--- config.mk ---
export PLATFORM = sky130hd
export DESIGN_NAME = dcq_dual_clock_queue
export DESIGN_NICKNAME = d
export VERILOG_FILES = /design/src/core/dcq_dual_clock_queue.v
export VERILOG_INCLUDE_DIRS = /design/src /design/src/core
export SDC_FILE = /design/constraint.sdc
export NUM_CORES = 1
export LEC_CHECK = 0
export ABC_AREA = 1
export BUFFER_PORTS_ARGS = -buffer_cell sky130_fd_sc_hd__buf_2
export CAP_MARGIN = 20
export CORE_MARGIN = 2
export CORE_UTILIZATION = 35
export DETAILED_ROUTE_END_ITERATION = 10
export PLACE_DENSITY_LB_ADDON = 0.12
export SETUP_SLACK_MARGIN = 0.4
export SKIP_LAST_GASP = 1
export SLEW_MARGIN = 25
export SYNTH_ARGS = -nofsm -noshare
export SYNTH_HDL_FRONTEND = slang
export SYNTH_SLANG_ARGS = --single-unit
export TNS_END_PERCENT = 10
--- constraint.sdc ---
create_clock -name clk_i -period 3.5 [get_ports clk_i]
set_clock_uncertainty 0.05 [all_clocks]
set_input_delay 0.875 -clock clk_i [delete_from_list [all_inputs] [get_ports clk_i]]
set_output_delay 0.875 -clock clk_i [all_outputs]
set_load 0.005 [all_outputs]
--- src/core/dcq_defines.vh ---
// Constants for the queue with watermark flags: register map, fields, reset values.
// Assumes inclusion by core/dcq_dual_clock_queue.v only; definitions, no logic.
`ifndef DCQ_DEFINES_VH
`define DCQ_DEFINES_VH

// Register byte offsets on the bus
`define DCQ_CTRL_OFS 4'h0
`define DCQ_STAT_OFS 4'h4
`define DCQ_LEVEL_OFS 4'h8

// Control fields
`define DCQ_CTRL_LOW_DUAL 0
`define DCQ_CTRL_HIGH_DUAL 1
`define DCQ_CTRL_DYNAMIC 2
`define DCQ_CTRL_W 3
`define DCQ_CTRL_RST 3'h0

// Status fields
`define DCQ_STAT_EMPTY 0
`define DCQ_STAT_LOW 1
`define DCQ_STAT_HIGH 2
`define DCQ_STAT_FULL 3
`define DCQ_STAT_NODATA 4

// Empty level is fixed
`define DCQ_EMPTY_LEVEL 0

`endif

--- src/core/dcq_dual_clock_queue.v ---
// Queue with empty, full and watermark flags, registers on classic Wishbone.
// Assumes push and pop users run on clk_i; reset rst_i is synchronous, active high.
`timescale 1ns/100ps
`include "dcq_defines.vh"

module dcq_dual_clock_queue #(
    parameter DW = 8,
    parameter AW = 4,
    parameter OUT_REG = 0,
    parameter [AW-1:0] FULL_LEVEL = {AW{1'b1}},
    parameter [AW-1:0] LOW_SINGLE = 1,
    parameter [AW-1:0] LOW_ASSERT = 1,
    parameter [AW-1:0] LOW_RELEASE = 3,
    parameter [AW-1:0] HIGH_SINGLE = {AW{1'b1}} - 1'b1,
    parameter [AW-1:0] HIGH_ASSERT = {AW{1'b1}} - 1'b1,
    parameter [AW-1:0] HIGH_RELEASE = {AW{1'b1}} - 2'd3
) (
    // Clock and reset
    input wire clk_i,
    input wire rst_i,
    // Wishbone slave
    input wire wb_cyc_i,
    input wire wb_stb_i,
    input wire wb_we_i,
    input wire [3:0] wb_adr_i,
    input wire [3:0] wb_sel_i,
    input wire [31:0] wb_dat_i,
    output wire [31:0] wb_dat_o,
    output wire wb_ack_o,
    // Push side
    input wire push_enable_i,
    input wire [DW-1:0] push_data_i,
    // Pop side
    input wire pop_enable_i,
    input wire output_stage_enable_i,
    input wire retransmit_pointer_clear_i,
    output wire [DW-1:0] pop_data_o,
    // Run-time thresholds
    input wire [AW-1:0] low_water_single_level_i,
    input wire [AW-1:0] low_water_assert_level_i,
    input wire [AW-1:0] low_water_release_level_i,
    input wire [AW-1:0] high_water_single_level_i,
    input wire [AW-1:0] high_water_assert_level_i,
    input wire [AW-1:0] high_water_release_level_i,
    // Flags
    output wire empty_o,
    output wire low_water_o,
    output wire high_water_o,
    output wire full_o
);

    localparam DEPTH = 1 << AW;

    // Fill level between two pointers, one extra bit for wrap
    function [AW:0] fill;
        input [AW:0] wp;
        input [AW:0] rp;
        begin
            fill = wp - rp;
        end
    endfunction

    // Storage, never reset
    reg [DW-1:0] mem [0:DEPTH-1];

    // Pointers
    reg [AW:0] wptr_q;
    reg [AW:0] wcom_q;
    reg [AW:0] rptr_q;

    // Input register stage
    reg [DW-1:0] wdata_q;
    reg [AW-1:0] waddr_q;
    reg wstb_q;

    // No-data indication, write then read side
    reg nd_w_q;
    reg nd_r_q;

    // Flags
    reg empty_q;
    reg low_q;
    reg high_q;
    reg full_q;

    // Read data path
    reg [DW-1:0] rdata_q;
    reg [DW-1:0] out_q;

    // Bus registers
    reg [`DCQ_CTRL_W-1:0] ctrl_q;
    reg ack_q;
    reg [31:0] rdat_q;

    wire accept;
    wire rd_stb;
    wire [AW:0] lvl_w;
    wire [AW:0] lvl_r;
    wire [AW:0] lvl_w_d;
    wire [AW:0] lvl_r_d;
    wire [AW:0] lvl_r_pre;
    wire [AW:0] lo_single;
    wire [AW:0] lo_set;
    wire [AW:0] lo_clr;
    wire [AW:0] hi_single;
    wire [AW:0] hi_set;
    wire [AW:0] hi_clr;
    wire [AW:0] full_lvl;
    reg low_d;
    reg high_d;

    // Pushes while full are dropped
    assign accept = push_enable_i & ~full_q;

    // Storage read strobe gated by the no-data indication
    assign rd_stb = pop_enable_i & ~nd_r_q;

    // Write side counts accepted pushes, read side only committed words
    assign lvl_w = fill(wptr_q, rptr_q);
    assign lvl_r = fill(wcom_q, rptr_q);
    assign lvl_w_d = lvl_w + {{AW{1'b0}}, accept} - {{AW{1'b0}}, rd_stb};
    assign lvl_r_pre = retransmit_pointer_clear_i ? wcom_q : lvl_r;
    assign lvl_r_d = lvl_r_pre + {{AW{1'b0}}, wstb_q}
                     - {{AW{1'b0}}, rd_stb & ~retransmit_pointer_clear_i};

    // Threshold source: build-time values or ports
    assign lo_single = {1'b0, ctrl_q[`DCQ_CTRL_DYNAMIC] ? low_water_single_level_i : LOW_SINGLE};
    assign lo_set = {1'b0, ctrl_q[`DCQ_CTRL_DYNAMIC] ? low_water_assert_level_i : LOW_ASSERT};
    assign lo_clr = {1'b0, ctrl_q[`DCQ_CTRL_DYNAMIC] ? low_water_release_level_i : LOW_RELEASE};
    assign hi_single = {1'b0, ctrl_q[`DCQ_CTRL_DYNAMIC] ? high_water_single_level_i : HIGH_SINGLE};
    assign hi_set = {1'b0, ctrl_q[`DCQ_CTRL_DYNAMIC] ? high_water_assert_level_i : HIGH_ASSERT};
    assign hi_clr = {1'b0, ctrl_q[`DCQ_CTRL_DYNAMIC] ? high_water_release_level_i : HIGH_RELEASE};
    assign full_lvl = {1'b0, FULL_LEVEL};

    // Watermark next values, absolute levels
    always @* begin
        low_d = low_q;
        if (!ctrl_q[`DCQ_CTRL_LOW_DUAL]) begin
            low_d = (lvl_r_d <= lo_single);
        end else if (lvl_r_d <= lo_set) begin
            low_d = 1'b1;
        end else if (lvl_r_d >= lo_clr) begin
            low_d = 1'b0;
        end
    end

    always @* begin
        high_d = high_q;
        if (!ctrl_q[`DCQ_CTRL_HIGH_DUAL]) begin
            high_d = (lvl_w_d >= hi_single);
        end else if (lvl_w_d >= hi_set) begin
            high_d = 1'b1;
        end else if (lvl_w_d <= hi_clr) begin
            high_d = 1'b0;
        end
    end

    // Input register, not touched by reset
    always @(posedge clk_i) begin
        if (accept) begin
            wdata_q <= push_data_i;
            waddr_q <= wptr_q[AW-1:0];
        end
    end

    // Storage write one cycle after acceptance
    always @(posedge clk_i) begin
        if (wstb_q) begin
            mem[waddr_q] <= wdata_q;
        end
    end

    // Write side pointer logic
    always @(posedge clk_i) begin
        if (rst_i) begin
            wptr_q <= {(AW+1){1'b0}};
            wcom_q <= {(AW+1){1'b0}};
            wstb_q <= 1'b0;
        end else begin
            wstb_q <= accept;
            if (accept) begin
                wptr_q <= wptr_q + 1'b1;
            end
            if (wstb_q) begin
                wcom_q <= wcom_q + 1'b1;
            end
        end
    end

    // No-data indication: write side stage enabled by push
    always @(posedge clk_i) begin
        if (rst_i) begin
            nd_w_q <= 1'b1;
        end else if (push_enable_i) begin
            nd_w_q <= ~accept & (lvl_r == `DCQ_EMPTY_LEVEL);
        end
    end

    // Second stage on the read side, enabled by pop; costs one extra pop cycle
    always @(posedge clk_i) begin
        if (rst_i) begin
            nd_r_q <= 1'b1;
        end else if (pop_enable_i) begin
            nd_r_q <= nd_w_q | (lvl_r_d == `DCQ_EMPTY_LEVEL);
        end
    end

    // Read pointer; retransmit clear zeroes it, leaves the write pointers, and wins over a read strobe
    always @(posedge clk_i) begin
        if (rst_i) begin
            rptr_q <= {(AW+1){1'b0}};
        end else if (retransmit_pointer_clear_i) begin
            rptr_q <= {(AW+1){1'b0}};
        end else if (rd_stb) begin
            rptr_q <= rptr_q + 1'b1;
        end
    end

    // Storage read register, not reset like the array itself
    always @(posedge clk_i) begin
        if (rd_stb && !retransmit_pointer_clear_i) begin
            rdata_q <= mem[rptr_q[AW-1:0]];
        end
    end

    // Optional output stage adds one pop cycle
    always @(posedge clk_i) begin
        if (rst_i) begin
            out_q <= {DW{1'b0}};
        end else if (output_stage_enable_i) begin
            out_q <= rdata_q;
        end
    end

    assign pop_data_o = (OUT_REG != 0) ? out_q : rdata_q;

    // Read side flags, settle one cycle after retransmit clear
    always @(posedge clk_i) begin
        if (rst_i) begin
            empty_q <= 1'b1;
            low_q <= 1'b1;
        end else begin
            empty_q <= (lvl_r_d == `DCQ_EMPTY_LEVEL);
            low_q <= low_d;
        end
    end

    // Write side flags
    always @(posedge clk_i) begin
        if (rst_i) begin
            full_q <= 1'b0;
            high_q <= 1'b0;
        end else begin
            full_q <= (lvl_w_d >= full_lvl);
            high_q <= high_d;
        end
    end

    assign empty_o = empty_q;
    assign low_water_o = low_q;
    assign high_water_o = high_q;
    assign full_o = full_q;

    // Wishbone slave: one wait state, ack dropped after one cycle
    always @(posedge clk_i) begin
        if (rst_i) begin
            ctrl_q <= `DCQ_CTRL_RST;
            ack_q <= 1'b0;
            rdat_q <= 32'h00000000;
        end else begin
            ack_q <= wb_cyc_i & wb_stb_i & ~ack_q;
            if (wb_cyc_i && wb_stb_i && !ack_q) begin
                rdat_q <= 32'h00000000;
                if (wb_adr_i == `DCQ_CTRL_OFS) begin
                    if (wb_we_i && wb_sel_i[0]) begin
                        ctrl_q <= wb_dat_i[`DCQ_CTRL_W-1:0];
                    end
                    rdat_q[`DCQ_CTRL_W-1:0] <= ctrl_q;
                end else if (wb_adr_i == `DCQ_STAT_OFS) begin
                    rdat_q[`DCQ_STAT_EMPTY] <= empty_q;
                    rdat_q[`DCQ_STAT_LOW] <= low_q;
                    rdat_q[`DCQ_STAT_HIGH] <= high_q;
                    rdat_q[`DCQ_STAT_FULL] <= full_q;
                    rdat_q[`DCQ_STAT_NODATA] <= nd_r_q;
                end else if (wb_adr_i == `DCQ_LEVEL_OFS) begin
                    rdat_q[AW:0] <= lvl_w;
                end
            end
        end
    end

    // Unmapped addresses ack with zero data and ignore writes
    assign wb_ack_o = ack_q;
    assign wb_dat_o = rdat_q;

endmodule // dcq_dual_clock_queue

==> impl_metrics.csv <==
group,metric,value,unit
pwr,swShare,0.2830,
worst_setup_path,max_stage_delay,560,ps
grt,overflow,0,
floorplan,coreArea,24110,um^2
cts,clk_path_buf_depth,2,
worst_setup_path,end_kind,"flop",
synthesis,yosys_warnings,0,
floorplan,die_w,159.9,um
timing,maxSlewViolCount,0,
worst_setup_path,cp.required,3770,ps
floorplan,die_h,159.9,um
cells_and_area,antennaDiodeCount,0,
cells_and_area,final_nets,1035,
grt,grt_pass1_wl,31780,um
worst_setup_path,crit_arrival,3370,ps
worst_setup_path,setup.worst_path.start,"pop_enable_i",
timing,min_period_over_period,0.8859,
worst_setup_path,path_cells,"buf_12 -> inv_12 -> nor2_4 -> buf_6 -> ha_1 -> inv_1 -> ha_2 -> inv_2 -> fa_2 -> inv_4 -> ha_1 -> a21boi_0 -> o21a_1 -> o21a_1 -> nor2_1 -> nor2_1 -> nor2_1 -> nor2_1",
synthesis,synth-seq-cells,179,
worst_setup_path,rr_startpoint,"wptr_q[0]",
pwr,peakVddDrop,0.2704,mV
timing,setup_viol,0,
cts,cts_tree,"built",
cts,cts_root_buf,"clkbuf_16",
floorplan,die_area,25550,um^2
routing,first_pass_iters,5,
pwr,pwr-share-seq,0.454,
worst_setup_path,cp_top_family,"adder cells",
worst_hold_path,whs_endpoint,"waddr_q[0]",
cts,htreeDepth,4,
routing,routedWlPerCell,16.54,um
routing,drc,0,
timing,worst_slew_pin_slew,879.3,ps
worst_hold_path,hold_path_class,"flop to flop",
grt,grt_start_max_net_pins,48,
grt,grt_pass1_vias,5753,
worst_setup_path,r2r_slack,450,ps
routing,vias,5933,
synthesis,syn_area,8502,um^2
worst_setup_path,critPathKind,"input pin to flop",
worst_hold_path,hold_path_startpoint,"wptr_q[0]",
synthesis,synth_seq_area_share,0.5957,
timing,fmax,322.5,MHz
cts,numClockSinks,179,
worst_setup_path,path_buf_inv,6,
pwr,pwr-share-clk,0.354,
grt,antenna_found_initial,1,
worst_setup_path,worst_path_most_repeated_cell,"nor2_1",
synthesis,synthArstFlopShare,0,
synthesis,synth_flop_cell,"edfxtp_1",
timing,hold_violations,0,
cts,cts_buffers,17,
placed_design,dpl.hpwl,13690,um
grt,grt_use_met1,0.2154,
timing,slew_headroom,0.4117,
pwr,p_sw,1.621,mW
grt,use_met3,0.02753,
timing,period_minus_slack,3101,ps
worst_setup_path,cp_slowest_cell,"fa_2",
synthesis,syn_inst,810,
cells_and_area,area_growth,19.94,%
grt,grtUsageMet2,0.2788,
timing,whs,411.2,ps
synthesis,ys_types,35,
worst_setup_path,cp-start-kind,"input pin",
placed_design,gp_congestion,0.7795,
worst_setup_path,r2r_cells,18,
placed_design,io_buffers,65,
worst_setup_path,r2r-end,"high_water_o",
worst_hold_path,whs_path_depth,0,
pwr,power.density,561.7,nW/um^2
cts,hold_buffers,0,
flow_run,max_cap_viol_count,0,
routing,vias_per_cell,4.781,
routing,drt_wl_total,20530,um
timing,rsz0062_at_grt,"true",
pwr,p_leak,3.942,nW
cells_and_area,final_util,0.4230,
floorplan,io_pins,126,
worst_setup_path,crit_fanout,4,
floorplan,start_util,0.3527,
synthesis,synth_edf_count,148,
pwr,p_comb_frac,0.191,
grt,grt.busiest_layer,"met2",
grt,grt_usage,0.1637,
pwr,p_int,4.107,mW
routing,drt_iter0_drc,308,
status,status,"finished clean",
cells_and_area,layout-drive-gt1-share,0.2050,
routing,ant_nets,0,
floorplan,fp-row-count,57,
cts,clk_pin_slew_worst_paths,70,ps
synthesis,syn_avg_cell_area,10.50,um^2
cts,clk_latency,430,ps
-- what timing repair did --
action                                  4_1_cts  5_1_grt
pin swaps                                    12       23
endpoints found under the setup margin        2        3
buffers inserted                              4        7
resized for setup                            17       35
-- through the flow --
stage / instances / setup TNS [ps] / setup slack [ps] / total power [mW] / instance area, um^2
after floorplan: 836 / 0 / 120.0 / 3.243 / 8668
after global placement: 1198 / -268.6 / -189.2 / 3.618 / 9283
after detailed placement: 1198 / -351.4 / -230.7 / 3.627 / 9283
after CTS: 1234 / 0 / 391.5 / 5.703 / 9992
after global routing: 1241 / 0 / 270.3 / 6.022 / 10200
final: 1241 / 0 / 399.4 / 5.728 / 10200
-- synthesized netlist by cell type, drive strengths merged, types with 2 or more instances --
cell type	count	area share
nor3b	3	0.0026
nor3	10	0.0059
a221oi	2	0.0021
ha	46	0.068
o21a	2	0.0018
nand3	38	0.022
o221ai	13	0.013
a31oi	2	0.0015
xnor2	3	0.0031
buf	34	0.029
o21ai	92	0.054
o211ai	4	0.0035
nand4	4	0.0029
a21oi	26	0.015
nand2	94	0.042
o22ai	19	0.014
clkbuf	20	0.0088
and3	2	0.0015
edfxtp	148	0.52
fa	4	0.0094
a21boi	4	0.0035
xor2	8	0.0082
nor2	126	0.056
or2	5	0.0037
dfxtp	31	0.073
inv	65	0.029
-- worst max path at each step --
stage	to	cells past startpoint	slack [ps]
finish	high_water_o	18	400
global route	low_water_o	18	270
CTS	high_water_o	18	390
detailed placement	low_water_o	19	-230
global placement	low_water_o	20	-190
floorplan	low_water_o	19	120
-- registers in the layout, indices dropped and copies added (netlist names), 3 cells and up --
| register | flops |
|---|---|
| mem | 128 |
| wptr_q | 5 |
| waddr_q | 4 |
| wcom_q | 5 |
| pop_data_o | 8 |
| wb_dat_o | 5 |
| ctrl_q | 3 |
| rptr_q | 5 |
| wdata_q | 8 |
-- metal layers --
metal,wire length (um),share of wire
met5,0,0
met4,200,0.0097
met3,674,0.033
met2,10080,0.49
met1,9575,0.47
-- cells by family after synthesis --
| family | count (synthesis) | share of synthesized area |
|---|---|---|
| AO/OA/AOI/OAI | 166 | 0.1113 |
| XOR/XNOR | 11 | 0.01133 |
| adder cells (fa/ha/maj) | 50 | 0.07712 |
| AND/OR/NAND/NOR | 283 | 0.1373 |
| other | 1 | 0.0004411 |
| buffers and inverters | 120 | 0.06681 |
| flip-flops | 179 | 0.5957 |
-- final cells by class --
cell class / count / area [um^2]
Clock inverter: 14 / 191.4
Tap cell: 324 / 405.4
Fill cell: 2399 / 13910
Multi-Input combinational cell: 537 / 3202
Inverter: 66 / 265.3
Timing Repair Buffer: 103 / 633.1
Sequential cell: 179 / 5071
Clock buffer: 18 / 429.2
-- placed cells by master (no fill, tap or decap), types with 3 or more instances in the layout --
| cell type | count |
|---|---|
| dfxtp_1 | 28 |
| inv_2 | 10 |
| fa_2 | 4 |
| nor3b_1 | 3 |
| buf_4 | 36 |
| o211ai_1 | 4 |
| ha_1 | 35 |
| bufinv_16 | 3 |
| conb_1 | 27 |
| xor2_2 | 4 |
| buf_2 | 64 |
| nor2_4 | 3 |
| o22ai_1 | 19 |
| nand2_1 | 92 |
| nand3_1 | 37 |
| clkbuf_16 | 17 |
| nand4_1 | 4 |
| xor2_1 | 4 |
| nor3_1 | 10 |
| nor2_1 | 122 |
| inv_6 | 6 |
| o21ai_2 | 3 |
| o21ai_0 | 83 |
| o221ai_1 | 13 |
| or2_2 | 4 |
| a21oi_1 | 24 |
| o21ai_1 | 5 |
| edfxtp_1 | 148 |
| ha_4 | 9 |
| inv_1 | 52 |
-- power by group through the flow --
stage	Combinational, mW	Sequential (mW)	Clock [mW]
floorplan	0.649	2.59	0
global placement	0.965	2.65	0
detailed placement	0.976	2.65	0
CTS	1.03	2.61	2.07
global route	1.25	2.62	2.15
finish	1.10	2.60	2.03
-- worst reg2reg max path: stages, from the launching register on --
cell	delay, ps
dfxtp_2	340
inv_1	120
ha_4	140
inv_1	50
fa_2	580
inv_1	70
ha_1	290
nand3_1	90
nand3_1	80
xor2_1	140
buf_4	150
ha_1	300
nand2_1	50
o21ai_1	120
o21ai_1	80
nor2_1	100
nor2_1	60
nor2_1	90
nor2_1	40
Note: power is estimated with default switching activity, not from simulation.
